`src/shared/gpem_params.svh`:
```
`ifndef GPEM_PARAMS_SVH
`define GPEM_PARAMS_SVH

// ----------------------------------------------------------------------
// Register byte offsets
// ----------------------------------------------------------------------
`define GPEM_OFF_PIN_ENABLE    8'h00
`define GPEM_OFF_PIN_DIRECTION 8'h04
`define GPEM_OFF_PIN_VALUE     8'h08
`define GPEM_OFF_RISE_FLAGS    8'h0C
`define GPEM_OFF_FALL_FLAGS    8'h10
`define GPEM_OFF_HIGH_MASK     8'h14
`define GPEM_OFF_LOW_MASK      8'h18
`define GPEM_OFF_GLOBAL_CTRL   8'h1C
`define GPEM_OFF_IRQ_STATUS    8'h20
`define GPEM_OFF_IRQ_MASK      8'h24

// ----------------------------------------------------------------------
// Global control field positions
// ----------------------------------------------------------------------
`define GPEM_GC_PIN0_SEL   5
`define GPEM_GC_LINE0_MODE 4
`define GPEM_GC_POLARITY   2
`define GPEM_GC_AND_SEL    1
`define GPEM_GC_DV_SEL     0

// ----------------------------------------------------------------------
// Interrupt status bits, reset values, bus answers
// ----------------------------------------------------------------------
`define GPEM_IRQ_LINE0     0
`define GPEM_IRQ_FLAG      1
`define GPEM_IRQ_W         2
`define GPEM_RST_ZERO      1'h0
`define GPEM_RESP_OKAY     2'h0
`define GPEM_RESP_SLVERR   2'h2

`endif

```
`src/shared/gpem_pkg.sv`:
```
package gpem_pkg;

   // ----------------------------------------------------------------------
   // Global control fields, packed in register order
   // ----------------------------------------------------------------------
   typedef struct packed {
      logic pinZeroOutputSelect;  // Pin zero drives combined signal
      logic lineZeroModeSelect;   // Line zero from combined logic
      logic combinedPolarity;     // Invert the combination result
      logic andCombineSelect;     // AND instead of OR
      logic deltaValueSelect;     // Levels instead of transitions
   } gpem_ctrl_t;

endpackage

```
`src/design/gpem_top.sv`:
```
// Overview of operation
// - Low mask upper sixteen bits read zero
// - Cleared low mask bit blocks that pin
// - Set low mask passes falling flag/value
// - Control reserved bits read zero, ignore writes
// - Pin zero output shows value bit
// - Pin zero output shows combined signal
// - Pass-through: line zero follows pin zero
// - Logic mode: line zero follows combination
// - Polarity bit inverts combination result
// - OR of all masked pin events
// - AND of all masked pin events
// - Delta select uses transition flags
// - Value select uses current pin levels
// - Logic options matter only in logic mode or with pin zero output select
// - Falling flag sets, clears by one
// - High mask passes rising flag/value
`include "gpem_params.svh"

module gpem_top #(
   parameter int PIN_COUNT = 16                // Pins, at most 16
) (
   input  wire logic                 ref_clk,
   input  wire logic                 arst_n,
   input  wire logic [31:0]          awaddr,
   input  wire logic                 awvalid,
   output      logic                 awready,
   input  wire logic [31:0]          wdata,
   input  wire logic [3:0]           wstrb,
   input  wire logic                 wvalid,
   output      logic                 wready,
   output      logic [1:0]           bresp,
   output      logic                 bvalid,
   input  wire logic                 bready,
   input  wire logic [31:0]          araddr,
   input  wire logic                 arvalid,
   output      logic                 arready,
   output      logic [31:0]          rdata,
   output      logic [1:0]           rresp,
   output      logic                 rvalid,
   input  wire logic                 rready,
   input  wire logic [PIN_COUNT-1:0] pinIn,
   output      logic [PIN_COUNT-1:0] pinOut,
   output      logic [PIN_COUNT-1:0] pinOeN,
   output      logic                 eventLineZero,
   output      logic                 combinedEvent,
   output      logic                 irq
);

   localparam int PAD = 32 - PIN_COUNT;        // Zero bits above pins

   // ----------------------------------------------------------------------
   // State
   // ----------------------------------------------------------------------
   logic [PIN_COUNT-1:0] sync1_q;              // First synchroniser stage
   logic [PIN_COUNT-1:0] pinSync_q;            // Second stage, safe to use
   logic [PIN_COUNT-1:0] pinPrev_q;            // Previous level, for edges
   logic [PIN_COUNT-1:0] enable_q;             // Pin enable bits
   logic [PIN_COUNT-1:0] direction_q;          // One means output
   logic [PIN_COUNT-1:0] valOut_q;             // Software value for outputs
   logic [PIN_COUNT-1:0] rise_q;               // Rising transition flags
   logic [PIN_COUNT-1:0] fall_q;               // Falling transition flags
   logic [PIN_COUNT-1:0] highMask_q;           // High event mask
   logic [PIN_COUNT-1:0] lowMask_q;            // Low event mask
   gpem_pkg::gpem_ctrl_t ctrl_q;               // Global control
   logic [`GPEM_IRQ_W-1:0] irqStat_q;          // Sticky interrupt status
   logic [`GPEM_IRQ_W-1:0] irqMask_q;          // Interrupt enables
   logic [PIN_COUNT-1:0] pinOut_q;             // Registered pin drive
   logic [PIN_COUNT-1:0] pinOeN_q;             // Registered enables
   logic                 line0_q;              // Event line zero
   logic                 comb_q;               // Combined signal out
   logic                 irq_q;                // Interrupt level

   // Bus slave state
   logic                 awHeld_q;             // Write address captured
   logic                 wHeld_q;              // Write data captured
   logic [31:0]          wAddr_q;
   logic [31:0]          wData_q;
   logic [3:0]           wStrb_q;
   logic                 awReady_q;
   logic                 wReady_q;
   logic                 bValid_q;
   logic [1:0]           bResp_q;
   logic                 arReady_q;
   logic                 rValid_q;
   logic [31:0]          rData_q;
   logic [1:0]           rResp_q;

   // ----------------------------------------------------------------------
   // Bus handshake decode
   // ----------------------------------------------------------------------
   wire awTake  = awvalid & awReady_q;
   wire wTake   = wvalid & wReady_q;
   // Write commits once both halves are in and no response is pending
   wire doWrite = awHeld_q & wHeld_q & ~bValid_q;
   wire awHeldD = doWrite ? 1'b0 : (awHeld_q | awTake);
   wire wHeldD  = doWrite ? 1'b0 : (wHeld_q | wTake);
   wire bValidD = doWrite ? 1'b1 : (bValid_q & ~bready);
   wire arTake  = arvalid & arReady_q;
   wire rValidD = arTake ? 1'b1 : (rValid_q & ~rready);

   // Byte lanes expanded to a bit mask
   wire [31:0] strbMask = {{8{wStrb_q[3]}}, {8{wStrb_q[2]}},
                           {8{wStrb_q[1]}}, {8{wStrb_q[0]}}};
   wire [PIN_COUNT-1:0] bitMask = strbMask[PIN_COUNT-1:0];
   wire [PIN_COUNT-1:0] wBits   = wData_q[PIN_COUNT-1:0] & bitMask;
   wire wLane0 = wStrb_q[0];
   wire wHigh  = wAddr_q[31:8] == 24'h00_0000;

   wire selEn   = doWrite & wHigh & (wAddr_q[7:0] == `GPEM_OFF_PIN_ENABLE);
   wire selDir  = doWrite & wHigh &
                  (wAddr_q[7:0] == `GPEM_OFF_PIN_DIRECTION);
   wire selVal  = doWrite & wHigh & (wAddr_q[7:0] == `GPEM_OFF_PIN_VALUE);
   wire selRise = doWrite & wHigh & (wAddr_q[7:0] == `GPEM_OFF_RISE_FLAGS);
   wire selFall = doWrite & wHigh & (wAddr_q[7:0] == `GPEM_OFF_FALL_FLAGS);
   wire selHm   = doWrite & wHigh & (wAddr_q[7:0] == `GPEM_OFF_HIGH_MASK);
   wire selLm   = doWrite & wHigh & (wAddr_q[7:0] == `GPEM_OFF_LOW_MASK);
   wire selGc   = doWrite & wHigh & (wAddr_q[7:0] == `GPEM_OFF_GLOBAL_CTRL);
   wire selIs   = doWrite & wHigh & (wAddr_q[7:0] == `GPEM_OFF_IRQ_STATUS);
   wire selIm   = doWrite & wHigh & (wAddr_q[7:0] == `GPEM_OFF_IRQ_MASK);
   wire wMapped = selEn | selDir | selVal | selRise | selFall | selHm |
                  selLm | selGc | selIs | selIm;

   // Byte-lane merge of a pin-wide register
   wire [PIN_COUNT-1:0] enD  = (enable_q & ~bitMask) | wBits;
   wire [PIN_COUNT-1:0] dirD = (direction_q & ~bitMask) | wBits;
   wire [PIN_COUNT-1:0] valD = (valOut_q & ~bitMask) | wBits;
   wire [PIN_COUNT-1:0] hmD  = (highMask_q & ~bitMask) | wBits;
   wire [PIN_COUNT-1:0] lmD  = (lowMask_q & ~bitMask) | wBits;
   // Only the five defined control bits are stored
   wire [31:0] gcW = wData_q;
   gpem_pkg::gpem_ctrl_t gcD;
   assign gcD = wLane0 ? {gcW[`GPEM_GC_PIN0_SEL], gcW[`GPEM_GC_LINE0_MODE],
                          gcW[`GPEM_GC_POLARITY], gcW[`GPEM_GC_AND_SEL],
                          gcW[`GPEM_GC_DV_SEL]} : ctrl_q;

   // ----------------------------------------------------------------------
   // Pin eligibility and transition detection
   // ----------------------------------------------------------------------
   // Only enabled inputs may take part in events
   wire [PIN_COUNT-1:0] inputPins = enable_q & ~direction_q;
   wire [PIN_COUNT-1:0] riseSeen = pinSync_q & ~pinPrev_q & inputPins;
   wire [PIN_COUNT-1:0] fallSeen = ~pinSync_q & pinPrev_q & inputPins;
   // Set wins over a write-one clear in the same cycle
   wire [PIN_COUNT-1:0] riseClr = selRise ? wBits : {PIN_COUNT{1'b0}};
   wire [PIN_COUNT-1:0] fallClr = selFall ? wBits : {PIN_COUNT{1'b0}};
   wire [PIN_COUNT-1:0] riseD = (rise_q & ~riseClr) | riseSeen;
   wire [PIN_COUNT-1:0] fallD = (fall_q & ~fallClr) | fallSeen;
   // Value bits read the pin for inputs, the written value for outputs
   wire [PIN_COUNT-1:0] valueRead = (direction_q & valOut_q) |
                                    (~direction_q & pinSync_q);

   // ----------------------------------------------------------------------
   // Combining logic
   // ----------------------------------------------------------------------
   wire [PIN_COUNT-1:0] hmEff = highMask_q & inputPins;
   wire [PIN_COUNT-1:0] lmEff = lowMask_q & inputPins;
   // Delta select picks flags, value select picks levels
   wire [PIN_COUNT-1:0] hiSrc = ctrl_q.deltaValueSelect ?
                                pinSync_q : rise_q;
   wire [PIN_COUNT-1:0] loSrc = ctrl_q.deltaValueSelect ?
                                ~pinSync_q : fall_q;
   wire orTerm  = |((hmEff & hiSrc) | (lmEff & loSrc));
   wire anyMask = |(hmEff | lmEff);
   // An empty AND would be vacuously true; treat it as false instead
   wire andTerm = anyMask &
                  (&((~hmEff | hiSrc) & (~lmEff | loSrc)));
   wire comboTrue = ctrl_q.andCombineSelect ? andTerm : orTerm;
   wire combined  = comboTrue ^ ctrl_q.combinedPolarity;
   // Logic options steer only the pin zero combined drive while line zero is pass-through
   wire line0D = ctrl_q.lineZeroModeSelect ?
                 combined : valueRead[0];
   wire combD  = ctrl_q.lineZeroModeSelect & combined;
   wire pin0D  = (direction_q[0] & ctrl_q.pinZeroOutputSelect) ?
                 combined : valOut_q[0];

   wire [PIN_COUNT-1:0] pinOutD = {valOut_q[PIN_COUNT-1:1], pin0D};
   wire [PIN_COUNT-1:0] oeND    = ~(enable_q & direction_q);

   // Interrupt events and level
   wire [`GPEM_IRQ_W-1:0] irqSet = {|(riseSeen | fallSeen), line0D & ~line0_q};
   wire [`GPEM_IRQ_W-1:0] irqClr = selIs & wLane0 ?
                                   wData_q[`GPEM_IRQ_W-1:0] : 2'h0;
   wire [`GPEM_IRQ_W-1:0] irqStatD = (irqStat_q & ~irqClr) | irqSet;
   wire [`GPEM_IRQ_W-1:0] irqMaskD = selIm & wLane0 ?
                                     wData_q[`GPEM_IRQ_W-1:0] : irqMask_q;

   // ----------------------------------------------------------------------
   // Read mux
   // ----------------------------------------------------------------------
   wire [31:0] gcRead = {26'h000_0000, ctrl_q.pinZeroOutputSelect,
                         ctrl_q.lineZeroModeSelect, 1'b0,
                         ctrl_q.combinedPolarity, ctrl_q.andCombineSelect,
                         ctrl_q.deltaValueSelect};
   wire [PAD-1:0] zPad = {PAD{1'b0}};
   wire rHigh = araddr[31:8] == 24'h00_0000;
   logic [31:0] rMux;
   logic        rHit;
   always_comb begin
      rHit = rHigh;
      case (araddr[7:0])
         `GPEM_OFF_PIN_ENABLE:    rMux = {zPad, enable_q};
         `GPEM_OFF_PIN_DIRECTION: rMux = {zPad, direction_q};
         `GPEM_OFF_PIN_VALUE:     rMux = {zPad, valueRead};
         `GPEM_OFF_RISE_FLAGS:    rMux = {zPad, rise_q};
         `GPEM_OFF_FALL_FLAGS:    rMux = {zPad, fall_q};
         `GPEM_OFF_HIGH_MASK:     rMux = {zPad, highMask_q};
         `GPEM_OFF_LOW_MASK:      rMux = {zPad, lowMask_q};
         `GPEM_OFF_GLOBAL_CTRL:   rMux = gcRead;
         `GPEM_OFF_IRQ_STATUS:    rMux = {30'h0000_0000, irqStat_q};
         `GPEM_OFF_IRQ_MASK:      rMux = {30'h0000_0000, irqMask_q};
         default: begin
            rMux = 32'h0000_0000;
            rHit = 1'b0;
         end
      endcase
      if (!rHigh) begin
         rMux = 32'h0000_0000;
      end
   end

   // ----------------------------------------------------------------------
   // Pin synchroniser and edge history
   // ----------------------------------------------------------------------
   always_ff @(posedge ref_clk or negedge arst_n) begin
      if (!arst_n) begin
         sync1_q   <= {PIN_COUNT{`GPEM_RST_ZERO}};
         pinSync_q <= {PIN_COUNT{`GPEM_RST_ZERO}};
         pinPrev_q <= {PIN_COUNT{`GPEM_RST_ZERO}};
      end else begin
         sync1_q   <= pinIn;
         pinSync_q <= sync1_q;
         pinPrev_q <= pinSync_q;
      end
   end

   // ----------------------------------------------------------------------
   // Software registers and flags
   // ----------------------------------------------------------------------
   always_ff @(posedge ref_clk or negedge arst_n) begin
      if (!arst_n) begin
         enable_q    <= {PIN_COUNT{`GPEM_RST_ZERO}};
         direction_q <= {PIN_COUNT{`GPEM_RST_ZERO}};
         valOut_q    <= {PIN_COUNT{`GPEM_RST_ZERO}};
         highMask_q  <= {PIN_COUNT{`GPEM_RST_ZERO}};
         lowMask_q   <= {PIN_COUNT{`GPEM_RST_ZERO}};
         rise_q      <= {PIN_COUNT{`GPEM_RST_ZERO}};
         fall_q      <= {PIN_COUNT{`GPEM_RST_ZERO}};
         ctrl_q      <= '{default: `GPEM_RST_ZERO};
         irqStat_q   <= {`GPEM_IRQ_W{`GPEM_RST_ZERO}};
         irqMask_q   <= {`GPEM_IRQ_W{`GPEM_RST_ZERO}};
      end else begin
         enable_q    <= selEn  ? enD  : enable_q;
         direction_q <= selDir ? dirD : direction_q;
         valOut_q    <= selVal ? valD : valOut_q;
         highMask_q  <= selHm  ? hmD  : highMask_q;
         lowMask_q   <= selLm  ? lmD  : lowMask_q;
         ctrl_q      <= selGc  ? gcD  : ctrl_q;
         rise_q      <= riseD;
         fall_q      <= fallD;
         irqStat_q   <= irqStatD;
         irqMask_q   <= irqMaskD;
      end
   end

   // ----------------------------------------------------------------------
   // Registered outputs
   // ----------------------------------------------------------------------
   always_ff @(posedge ref_clk or negedge arst_n) begin
      if (!arst_n) begin
         pinOut_q <= {PIN_COUNT{`GPEM_RST_ZERO}};
         pinOeN_q <= {PIN_COUNT{1'h1}};
         line0_q  <= `GPEM_RST_ZERO;
         comb_q   <= `GPEM_RST_ZERO;
         irq_q    <= `GPEM_RST_ZERO;
      end else begin
         pinOut_q <= pinOutD;
         pinOeN_q <= oeND;
         line0_q  <= line0D;
         comb_q   <= combD;
         irq_q    <= |(irqStat_q & irqMask_q);
      end
   end

   // ----------------------------------------------------------------------
   // AXI4-Lite slave
   // ----------------------------------------------------------------------
   // Ready flags are registered so every bus output comes from a flop
   always_ff @(posedge ref_clk or negedge arst_n) begin
      if (!arst_n) begin
         awHeld_q  <= 1'b0;
         wHeld_q   <= 1'b0;
         wAddr_q   <= 32'h0000_0000;
         wData_q   <= 32'h0000_0000;
         wStrb_q   <= 4'h0;
         awReady_q <= 1'b0;
         wReady_q  <= 1'b0;
         bValid_q  <= 1'b0;
         bResp_q   <= `GPEM_RESP_OKAY;
         arReady_q <= 1'b0;
         rValid_q  <= 1'b0;
         rData_q   <= 32'h0000_0000;
         rResp_q   <= `GPEM_RESP_OKAY;
      end else begin
         awHeld_q  <= awHeldD;
         wHeld_q   <= wHeldD;
         wAddr_q   <= awTake ? awaddr : wAddr_q;
         wData_q   <= wTake ? wdata : wData_q;
         wStrb_q   <= wTake ? wstrb : wStrb_q;
         awReady_q <= ~awHeldD & ~bValidD;
         wReady_q  <= ~wHeldD & ~bValidD;
         bValid_q  <= bValidD;
         bResp_q   <= doWrite ? (wMapped ? `GPEM_RESP_OKAY :
                                 `GPEM_RESP_SLVERR) : bResp_q;
         arReady_q <= ~rValidD;
         rValid_q  <= rValidD;
         rData_q   <= arTake ? rMux : rData_q;
         rResp_q   <= arTake ? (rHit ? `GPEM_RESP_OKAY :
                                `GPEM_RESP_SLVERR) : rResp_q;
      end
   end

   assign awready       = awReady_q;
   assign wready        = wReady_q;
   assign bvalid        = bValid_q;
   assign bresp         = bResp_q;
   assign arready       = arReady_q;
   assign rvalid        = rValid_q;
   assign rdata         = rData_q;
   assign rresp         = rResp_q;
   assign pinOut        = pinOut_q;
   assign pinOeN        = pinOeN_q;
   assign eventLineZero = line0_q;
   assign combinedEvent = comb_q;
   assign irq           = irq_q;
endmodule

```
`config.mk`:
```
export PLATFORM = sky130hd
export DESIGN_NAME = gpem_top
export DESIGN_NICKNAME = d
export VERILOG_FILES = /design/src/shared/gpem_pkg.sv /design/src/design/gpem_top.sv
export VERILOG_INCLUDE_DIRS = /design/src /design/src/shared
export SDC_FILE = /design/constraint.sdc
export NUM_CORES = 1
export LEC_CHECK = 0
export BUFFER_PORTS_ARGS = -buffer_cell sky130_fd_sc_hd__buf_2
export CAP_MARGIN = 20
export CORE_MARGIN = 2
export CORE_UTILIZATION = 53
export CTS_BUF_LIST = sky130_fd_sc_hd__clkbuf_8
export DETAILED_ROUTE_END_ITERATION = 6
export PLACE_DENSITY = 0.83
export SLEW_MARGIN = 30
export SYNTH_ARGS = -nofsm -noshare
export SYNTH_HDL_FRONTEND = slang
export SYNTH_SLANG_ARGS = --single-unit
```
`constraint.sdc`:
```
create_clock -name ref_clk -period 2.25 [get_ports ref_clk]
set_input_delay 0 -clock ref_clk [delete_from_list [all_inputs] [get_ports ref_clk]]
set_output_delay 0 -clock ref_clk [all_outputs]
set_load 0.05 [all_outputs]
```
Word-level counts from Yosys, hierarchy flattened
Cells that the tools add are included.

$mul: 0. Mux-type cells: 17. $add $sub $neg: 0. Bitwise gates (word level): 93. Shift operators: 0. Magnitude comparators: 0. Eq/ne operators: 18. Reduce and logical (&&, ||, !) cells: 11. Div/mod/pow operators: 0.

Operators by type and width (number): 16-bit AND (21); 16-bit OR (13); 16-bit one-hot mux with 10 select lines (1); 16-bit NOT (9); 8-bit by 5-bit equality test with 1-bit output (second input constant) (8); 16-bit 2-to-1 mux (4); 24-bit logical NOT (2); 16-bit OR reduction (3); 8-bit by 4-bit equality test with 1-bit output (second input constant) (4); 8-bit by 6-bit equality test with 1-bit output (second input constant) (4); 32-bit 2-to-1 mux (1); 1-bit AND (26); 8-bit by 3-bit equality test with 1-bit output (second input constant) (2); 8-bit logical NOT (2); 16-bit AND reduction (1); 1-bit OR (11); 10-bit OR reduction (1); 1-bit 2-to-1 mux (8); 1-bit NOT (8); 2-bit 2-to-1 mux (3); 2-bit AND (2); 2-bit NOT (1); 2-bit OR (1); 2-bit AND reduction (1); other kinds (2) (2).

ROM bits: 0. Latch bits: 0. Memories kept: 0. Register bits after elaboration: 297. RAM bits: 0. Output and inout bits: 76. Input port bits: 123.

Logic depth before layout (Yosys ltp)
Gate-level depths: netlist (run 1).

Depth in word-level cells: 14. Depth in mapped cells: 10. Depth with buffers taken out: 8.

Worst setup path before layout (run 1)
No wires, ideal clock.

Path type: register to register. Start point: register bValid_q, in the netlist bvalid. End point: register irqMask_q[0]. Setup slack: -0.056 ns. Data required time: 2.125 ns. Arrival time: 2.182 ns. Cell stages (with the launch flop): 8. Path buffers: 0. Library setup time: 0.125 ns. Cell sequence: dfrtp_1 and3b_1 nand4_1 nor2_1 nand2_1 nor2_1 and4_1 mux2_2.

Word-level cells in the longest chain between the ends: 5.

RTL lines: start: declaration (RTL line gpem_top.sv:82) `logic bValid_q;`; start signal: assignment (RTL line gpem_top.sv:312) `bValid_q <= bValidD;`; 1-bit NOT (RTL line gpem_top.sv:95) `wire doWrite = awHeld_q & wHeld_q & ~bValid_q;`; 1-bit AND (RTL line gpem_top.sv:95); 1-bit AND (2 in a row) (RTL line gpem_top.sv:120) `` wire selIm = doWrite & wHigh & (wAddr_q[7:0] == `GPEM_OFF_IRQ_MASK); ``; 1-bit AND (RTL line gpem_top.sv:185) `` wire [`GPEM_IRQ_W-1:0] irqMaskD = selIm & wLane0 ? ``; end signal: assignment (RTL line gpem_top.sv:251) `` irqMask_q <= {`GPEM_IRQ_W{`GPEM_RST_ZERO}}; ``; end signal: assignment (RTL line gpem_top.sv:262) `irqMask_q <= irqMaskD;`; end: declaration (RTL line gpem_top.sv:67) `` logic [`GPEM_IRQ_W-1:0] irqMask_q; ``.

No other way between the ends. A chain may end at the register's enable or synchronous reset.

Final worst setup path (run 1)
Start point: register ctrl_q[0] (netlist name). End point: register irqStat_q[0].

Word-level cells in the longest chain between the ends: 10. Elaborated cells on any way between the ends: 16. Classes of those cells: mux (4); bitwise (10); reduce/logical (2).

RTL lines: start: declaration (RTL line gpem_top.sv:65) `gpem_pkg::gpem_ctrl_t ctrl_q;`; start signal: assignment (RTL line gpem_top.sv:258) `ctrl_q <= selGc ? gcD : ctrl_q;`; 16-bit 2-to-1 mux (on tied branches) (RTL line gpem_top.sv:159, gpem_top.sv:161); 16-bit OR (RTL line gpem_top.sv:167) `(&((~hmEff | hiSrc) & (~lmEff | loSrc)));`; 16-bit AND (RTL line gpem_top.sv:167); 16-bit AND reduction (RTL line gpem_top.sv:167); 1-bit AND (RTL line gpem_top.sv:166) `wire andTerm = anyMask &`; 1-bit 2-to-1 mux * (RTL line gpem_top.sv:168) `wire comboTrue = ctrl_q.andCombineSelect ? andTerm : orTerm;`; 1-bit XOR * (RTL line gpem_top.sv:169) `wire combined = comboTrue ^ ctrl_q.combinedPolarity;`; 1-bit 2-to-1 mux * (RTL line gpem_top.sv:171) `wire line0D = ctrl_q.lineZeroModeSelect ?`; 1-bit AND * (RTL line gpem_top.sv:181) `` wire [`GPEM_IRQ_W-1:0] irqSet = {|(riseSeen | fallSeen), line0D & ~line0_q}; ``; 2-bit OR * (RTL line gpem_top.sv:184) `` wire [`GPEM_IRQ_W-1:0] irqStatD = (irqStat_q & ~irqClr) | irqSet; ``; net irqStatD[0] (RTL line gpem_top.sv:184); end signal: assignment (RTL line gpem_top.sv:250) `` irqStat_q <= {`GPEM_IRQ_W{`GPEM_RST_ZERO}}; ``; end signal: assignment (RTL line gpem_top.sv:261) `irqStat_q <= irqStatD;`; end: declaration (RTL line gpem_top.sv:66) `` logic [`GPEM_IRQ_W-1:0] irqStat_q; ``.

Mark *: on every way through the listed nets, which the timed path passes. The rest lies on a longest branch.

==> results of run 1 <==
stage by stage:
stage | power (W) | instance area (µm²) | utilization [%] | TNS [ns] | instances
after global routing | 0.0130 | 16600 | 73.0 | -9.94 | 1763
after CTS | 0.0123 | 16300 | 71.6 | -0.490 | 1760
after global placement | 0.00766 | 14600 | 64.1 | -1.03 | 1605
after floorplan | 0.00708 | 12400 | - | 0 | 1070
final | 0.0125 | 16600 | 73.0 | -4.05 | 1764
after detailed placement | 0.00776 | 14600 | 64.1 | -1.22 | 1605
report_power, final:
group	switching (W)	total [W]	internal, W
Combinational	0.000806	0.00162	0.000812
Sequential	0.000897	0.00647	0.00557
Clock	0.00206	0.00444	0.00238
Total	0.00376	0.0125	0.00877
metal layers:
metal	GRT usage (%)	up-vias
met5	0	-
met4	13.5	0
met2	53.5	565
li1	-	4596
met3	6.84	107
met1	40.6	5159
cell type report:
type	count	area (µm²)	area share, %
Antenna cell	1	2.50	0.0151
Clock inverter	24	104	0.627
Inverter	26	97.6	0.589
Tap cell	285	357	2.15
Timing Repair Buffer	374	2860	17.2
Clock buffer	60	826	4.98
Multi-Input combinational cell	715	5330	32.1
Sequential cell	279	7000	42.3
cells in the mapped netlist (all sizes together), types with 6 or more instances:
master     n  area [µm²]
nand2    105         394
a22oi     23         178
a222oi    14         140
mux2i     22         220
nor3       7        35.0
and3b      8        70.1
a21oi     49         245
nand3     24         140
mux2     136        1530
nor4      24         171
inv       26        97.6
nand2b    13        83.8
a21o      31         233
a31oi      7        43.8
nor3b     22         165
o21ai     38         190
dfrtp    263        6580
nor2b     13        81.3
o22ai      8        50.1
and2      10        65.1
dfstp     16         420
clkbuf    17        63.8
o2111ai    7        61.3
buf       33         239
nor2      66         263
nand4      9        56.3
nand3b     6        45.0
cells in the final DEF (no fill, tap or decap), drive strengths merged, types with 8 or more instances in the layout:
cell,n
nor4,24
buf,304
nand2b,13
conb,18
o21ai,38
mux2i,22
o22ai,8
dfrtp,263
dlygate4sd3,70
a21o,31
clkbuf,60
a21oi,49
and3b,8
nor3b,22
nand3,24
dfstp,16
and2,10
nand2,105
inv,47
a222oi,14
nor2,66
a22oi,23
nand4,9
mux2,136
nor2b,13
cells by family after synthesis:
logic type / count (synthesis)
muxes: 158
DFF: 279
AOI/OAI and AO/OA: 210
other: 1
xor gates and xnor gates: 2
and+or+nand+nor: 327
buffers and inverters: 76
what timing repair did:
item / in CTS / in global routing
cloned: 0 / 0
buffers inserted: 1 / 3
pin swaps: 8 / 13
gates resized for setup: 14 / 72
endpoints found under the setup margin: 18 / 121
endpoints found under the hold margin: 311 / 0
hold buffers: 70 / 0
worst max path at each step:
stage	start	end	slack, ns	cells past startpoint
after floorplan	bvalid	register	0.007	6
after global placement	ctrl_q[0]	irqStat_q[0]	-0.28	9
after detailed placement	ctrl_q[0]	irqStat_q[0]	-0.36	9
after CTS	ctrl_q[0]	irqStat_q[0]	-0.16	10
after global routing	ctrl_q[0]	irqStat_q[0]	-0.29	10
final	ctrl_q[0]	irqStat_q[0]	-0.20	9
==> summary.txt, run 1 <==
Timing
  – Worst-margin pin slew: about 0.79 ns
  – RSZ-0062 raised after global routing: true
  – Final number of setup-violating endpoints: 62
  – Clk_skew: ~0.03 ns
  – Final worst slack: -0.200 ns
  – Hold Slack: 0.0311 ns
  – Fin. Hold Viols: 0
  – Tmin final: approximately 2.5 ns
  – Slew headroom: around 47%
  – FMAX: around 400 MHz
  – Final Max Slew Viols: 0
  – Fin crit share: 109%

Route
  – Metal2 WL: roughly 19000 µm
  – Via count: around 10k
  – Routed Antenna Nets: 0
  – DRC viols: 0
  – DR WL/cell: around 22 µm
  – DR vias/cell: between 5 and 6
  – Number of DRC markers in iteration 0: around 980
  – Final Routed Wirelength: between 30000 and 40000 µm
  – Met3 wire len: slightly above 3000 µm
  – Post-Route M1 WL: roughly 15000 µm
  – Pre-antenna DRT Iters: 6
  – Top Metal Used: met4

Final layout
  – Layout fillers: approximately 1.4k
  – Layout cells sized above 1: between 30% and 40%
  – Nets: roughly 1.6k
  – Area Growth Syn to Fin: 34.4%

Critical path
  – FF-to-FF End: irqStat_q[0]
  – Reg2Reg Depth: 9
  – Setup CP Type: reg -> reg
  – Critical R2R Launch: ctrl_q[0]
  – Max stage delay on crit path: 0.47 ns
  – Worst EP required: about 2.7 ns
  – CP max FO: 28
  – Nature of the critical path endpoint: register
  – Crit-path cells: buf_12 -> and2_1 -> nor2_2 -> o2111ai_2 -> nor4_2 -> nand4_1 -> a22oi_2 -> mux2i_2 -> o31ai_2
  – WP buf/inv: 1
  – Reg2reg setup slack: -0.20 ns
  – Crit path max-delay cell type: dfrtp_2
  – Family with the most delay on the worst path: simple AND/OR/NAND/NOR gates
  – Startpoint Class: register
  – Critical Path AT: 2.88 ns

Logic synthesis
  – Number of synthesized flops with an enable pin: 0
  – Post-synthesis cell type count: around 70
  – Syn Area/Cell: 11.7 µm²
  – Post-Syn Area: roughly 12000 µm²
  – FF+latch count, synth: 279
  – Most used flip-flop cell after synthesis: dfrtp_1
  – Synth Instances: 1053
  – Synth Area in Adders: 0%
  – Mux share of post-synthesis cell area: between 10 and 15%
  – Sequential area share after synthesis: between 50% and 60%
  – Largest family of logic cells by synthesized area: multiplexers
  – Ys async rst share: 100%
  – Simple-gate share of the synthesized area: between 10% and 20%
  – Xor/xnor share of the synthesized area: less than 1%
  – Syn. warnings: 0
  – Compound-cell area share of the yosys netlist: a little under an eighth

Flow run
  – Max-cap violations: 0

Floorplan
  – Chip Width: roughly 160 µm
  – Die footprint: approximately 24000 µm²
  – Row count: 55
  – Core area: about 23000 µm²
  – DIE HEIGHT: around 160 µm
  – Top-level I/O count: slightly below 200
  – Initial core utilization: a little over half

Outcome
  – Failing checks: negative setup slack
  – Status: complete, but fails checks

Global routing
  – First-pass GRT wire length: 59700 µm
  – Gr ovfl total: 0
  – GRT Util Overall: roughly a third
  – Largest net degree at the start of global routing: between 70 and 80
  – Initial antenna violation count: 1
  – Vias in the first global route: approximately 11k

Power and ir drop
  – Leakage Power: about 8 nW
  – Power Density: 756 nW/µm²
  – Peak supply drop: roughly 740 µV

Clock tree
  – CTS max path bufs: 3
  – Clk_lat worst skew: between 0.5 and 0.6 ns
  – Clock-pin slew on the worst setup and hold paths: 0.06 ns
  – TritonCTS buffer count: 46
  – Htree depth: 2
  – Root Buffer: clkbuf_8
  – Clk sink count: 279
  – CTS tree: done

Placed design
  – Pre-CTS worst setup slack: -0.356 ns
  – # port buffers: around 160
  – Gpl congestion: around 1.0
  – Post-DP HPWL: between 20000 and 30000 µm

Hold path
  – Worst Hold Class: in -> async
Power figures use the tool's default switching activity.
==> run 2, diff against run 1 <==
--- a/config.mk
+++ b/config.mk
@@ -9,10 +9,10 @@
 export BUFFER_PORTS_ARGS = -buffer_cell sky130_fd_sc_hd__buf_2
 export CAP_MARGIN = 20
 export CORE_MARGIN = 2
-export CORE_UTILIZATION = 53
-export CTS_BUF_LIST = sky130_fd_sc_hd__clkbuf_8
+export CORE_UTILIZATION = 51
+export CTS_BUF_LIST = sky130_fd_sc_hd__clkbuf_4 sky130_fd_sc_hd__clkbuf_8 sky130_fd_sc_hd__clkbuf_16
 export DETAILED_ROUTE_END_ITERATION = 6
-export PLACE_DENSITY = 0.83
+export PLACE_DENSITY = 0.8
 export SLEW_MARGIN = 30
 export SYNTH_ARGS = -nofsm -noshare
 export SYNTH_HDL_FRONTEND = slang
==> run 2 against run 1 <==
The run still ends with negative setup slack left. Register-to-register slack worse by 0.05 ns. Design area is 1.1% higher. Clock power is 5.9% higher. Via count is 1.6% lower. Fmax is 2.2% lower. Worst setup slack worse by 0.054 ns. Critical path depth stayed put. Largest cell class unchanged.
==> summary.txt, run 2 (same netlist as run 1, synthesis figures left out) <==
Global routing
  – Largest net degree at the start of global routing: 87 (+14%)
  – First-pass GRT wire length: 58200 µm (-2.5%)
  – GR Util met3: 4.43% (-2.4 points)
  – Met1 Use GR: 37.7% (-3.0 points)
  – GRT Util Overall: 29.1% (-2.9 points)
  – Busiest grt layer: met2
  – Initial antenna violation count: 0 (-1)
  – Gr ovfl total: 0 (unchanged)
  – Vias in the first global route: 10.6k (-2.7%)
  – M2 GR Usage: 50.2% (-3.2 points)

Timing
  – Final worst slack: -0.255 ns (-0.0544 ns)
  – Tmin final: 2.50 ns (+0.0544 ns)
  – FMAX: 399 MHz (-2.2%)
  – Fin crit share: 111% (+2.4 points)
  – Fin. Hold Viols: 0 (unchanged)
  – Final number of setup-violating endpoints: 62 (unchanged)
  – RSZ-0062 raised after global routing: true
  – Final Max Slew Viols: 0 (unchanged)
  – Worst-margin pin slew: 0.702 ns (-0.0860 ns)
  – Slew headroom: 52.5% (+5.8 points)
  – Hold Slack: 0.0619 ns (+0.0308 ns)
  – Clk_skew: 0.0178 ns (-0.0115 ns)

Floorplan
  – Initial core utilization: 52.2% (-2.1 points)
  – Top-level I/O count: 199 (unchanged)
  – Core area: 23600 µm² (+4.0%)
  – DIE HEIGHT: 159 µm (+1.9%)
  – Chip Width: 159 µm (+1.9%)
  – Die footprint: 25400 µm² (+3.8%)
  – Row count: 56 (+1.8%)

Power and ir drop
  – Power Density: 766 nW/µm² (+1.2%)
  – Peak supply drop: 923 µV (+25%)
  – Leakage Power: 7.85 nW (-0.66%)

Outcome
  – Failing checks: negative setup slack
  – Status: complete, but fails checks

Critical path
  – CP startpoint: ctrl_q[0]
  – Crit-path cells: buf_12 -> buf_4 -> a221oi_1 -> a211oi_1 -> nor4_2 -> nand4_1 -> a22oi_2 -> mux2i_2 -> o31ai_2
  – Critical R2R Launch: ctrl_q[0]
  – Crit path max-delay cell type: dfrtp_2
  – Max stage delay on crit path: 0.46 ns (about the same)
  – Startpoint Class: register
  – Nature of the critical path endpoint: register
  – Family with the most delay on the worst path: compound AO/OA/AOI/OAI gates
  – CP max FO: 6 (-79%)
  – Setup CP Type: reg -> reg
  – WP buf/inv: 2 (+1)
  – Critical Path AT: 2.92 ns (+0.04 ns)
  – Worst EP required: 2.66 ns (-0.02 ns)

Route
  – DR vias/cell: 5.81 (-1.7%)
  – DRC viols: 0 (unchanged)
  – DR WL/cell: 21.9 µm (-1.2%)
  – Via count: 10.3k (-1.6%)
  – Final Routed Wirelength: 38700 µm (-1.2%)
  – Routed Antenna Nets: 0 (unchanged)
  – Number of DRC markers in iteration 0: 990 (+0.92%)
  – Pre-antenna DRT Iters: 6 (unchanged)

Clock tree
  – Htree depth: 1 (-1)
  – Clk_lat worst skew: 0.55 ns (-0.03 ns)
  – CTS tree: done
  – Clk sink count: 279 (unchanged)
  – CTS max path bufs: 3 (unchanged)
  – Clock-pin slew on the worst setup and hold paths: 0.06 ns (about the same)
  – Root Buffer: clkbuf_16
  – TritonCTS buffer count: 29 (-37%)

Final layout
  – Layout fillers: 1609 (+12%)
  – Commonest cells after routing, fill and taps aside: 262 x dfrtp_1, 162 x buf_2, 109 x buf_4
  – Commonest non-fill, non-tap cell in the layout: dfrtp_1
  – N_diodes: 0 (-1)
  – Final Cell Area: 16800 µm² (+1.1%)
  – Layout cells sized above 1: 39.5% (+0.52 points)
  – Nets: 1548 (-1.1%)
  – Area Growth Syn to Fin: 35.9%

Placed design
  – Placed Area: 14500 µm² (-0.26%)
  – Pre-CTS worst setup slack: -0.319 ns (+0.0368 ns)
  – # port buffers: 162 (unchanged)
  – Gpl congestion: 0.981 (-2.7%)
  – Post-DP HPWL: 25300 µm (-1.7%)

Flow run
  – Max-cap violations: 0 (unchanged)

Hold path
  – Worst Hold Class: in -> async
[run 2: cell types whose count changed in the layout (fill, tap and decap cells not counted), moves of 8 or more]
cell and change:
inv_1 -20, nand2_2 +13, clkbuf_16 +30, nand2_1 -13, clkbuf_8 -52, buf_4 -8
[run 2: metal layers]
layer  wire length, µm  vias to the layer above
met4              1320                        0
met1             15700                     5187
met3              2270                       88
met2             19400                      421
li1                  -                     4562
met5                 0                        -
[run 2: cell type report]
cell class / count / area (µm²) / share of cell area [%]
clock buffer: 44 / 888 / 5.30
clock inverter: 8 / 63.8 / 0.381
inverter: 26 / 97.6 / 0.583
multi-input combinational: 715 / 5400 / 32.2
sequential: 279 / 7000 / 41.8
tap: 319 / 399 / 2.38
timing repair buffer: 374 / 2910 / 17.3
[run 2: what timing repair did]
action	in CTS	in global routing
cloned	0	1
hold endpoints to repair	292	0
pin swaps	7	42
gates resized for setup	12	101
setup endpoints to repair	23	122
hold buffers	70	0
setup buffers	3	10
[run 2: through the flow]
stage / utilization [%] / instances / power (W) / TNS (ns)
2_1_floorplan: - / 1070 / 0.00708 / 0
3_3_place_gp: 61.5 / 1630 / 0.00764 / -0.935
3_5_place_dp: 61.5 / 1630 / 0.00774 / -1.13
4_1_cts: 68.8 / 1755 / 0.0125 / -0.433
5_1_grt: 71.0 / 1765 / 0.0132 / -10.60
6_report: 71.0 / 1765 / 0.0128 / -3.50
[run 2: power by group]
group          leakage [nW]  switching [W]  internal [W]
sequential             3.59       0.000917       0.00557
combinational          3.78       0.000814      0.000821
clock                 0.475        0.00197       0.00273
[run 2: path summary, 6_finish.rpt]
kind,to,slack [ns],cells after the start
worst max-delay path,irqStat_q[0],-0.25,9
worst min-delay path,pinOut[5],0.06,2
worst max register to register,irqStat_q[0],-0.25,9
worst min register to register,pinSync_q[7],0.35,0
max in group asynchronous,pinOeN[4],1.34,3
min in group ref_clk,rdata[7],0.07,5
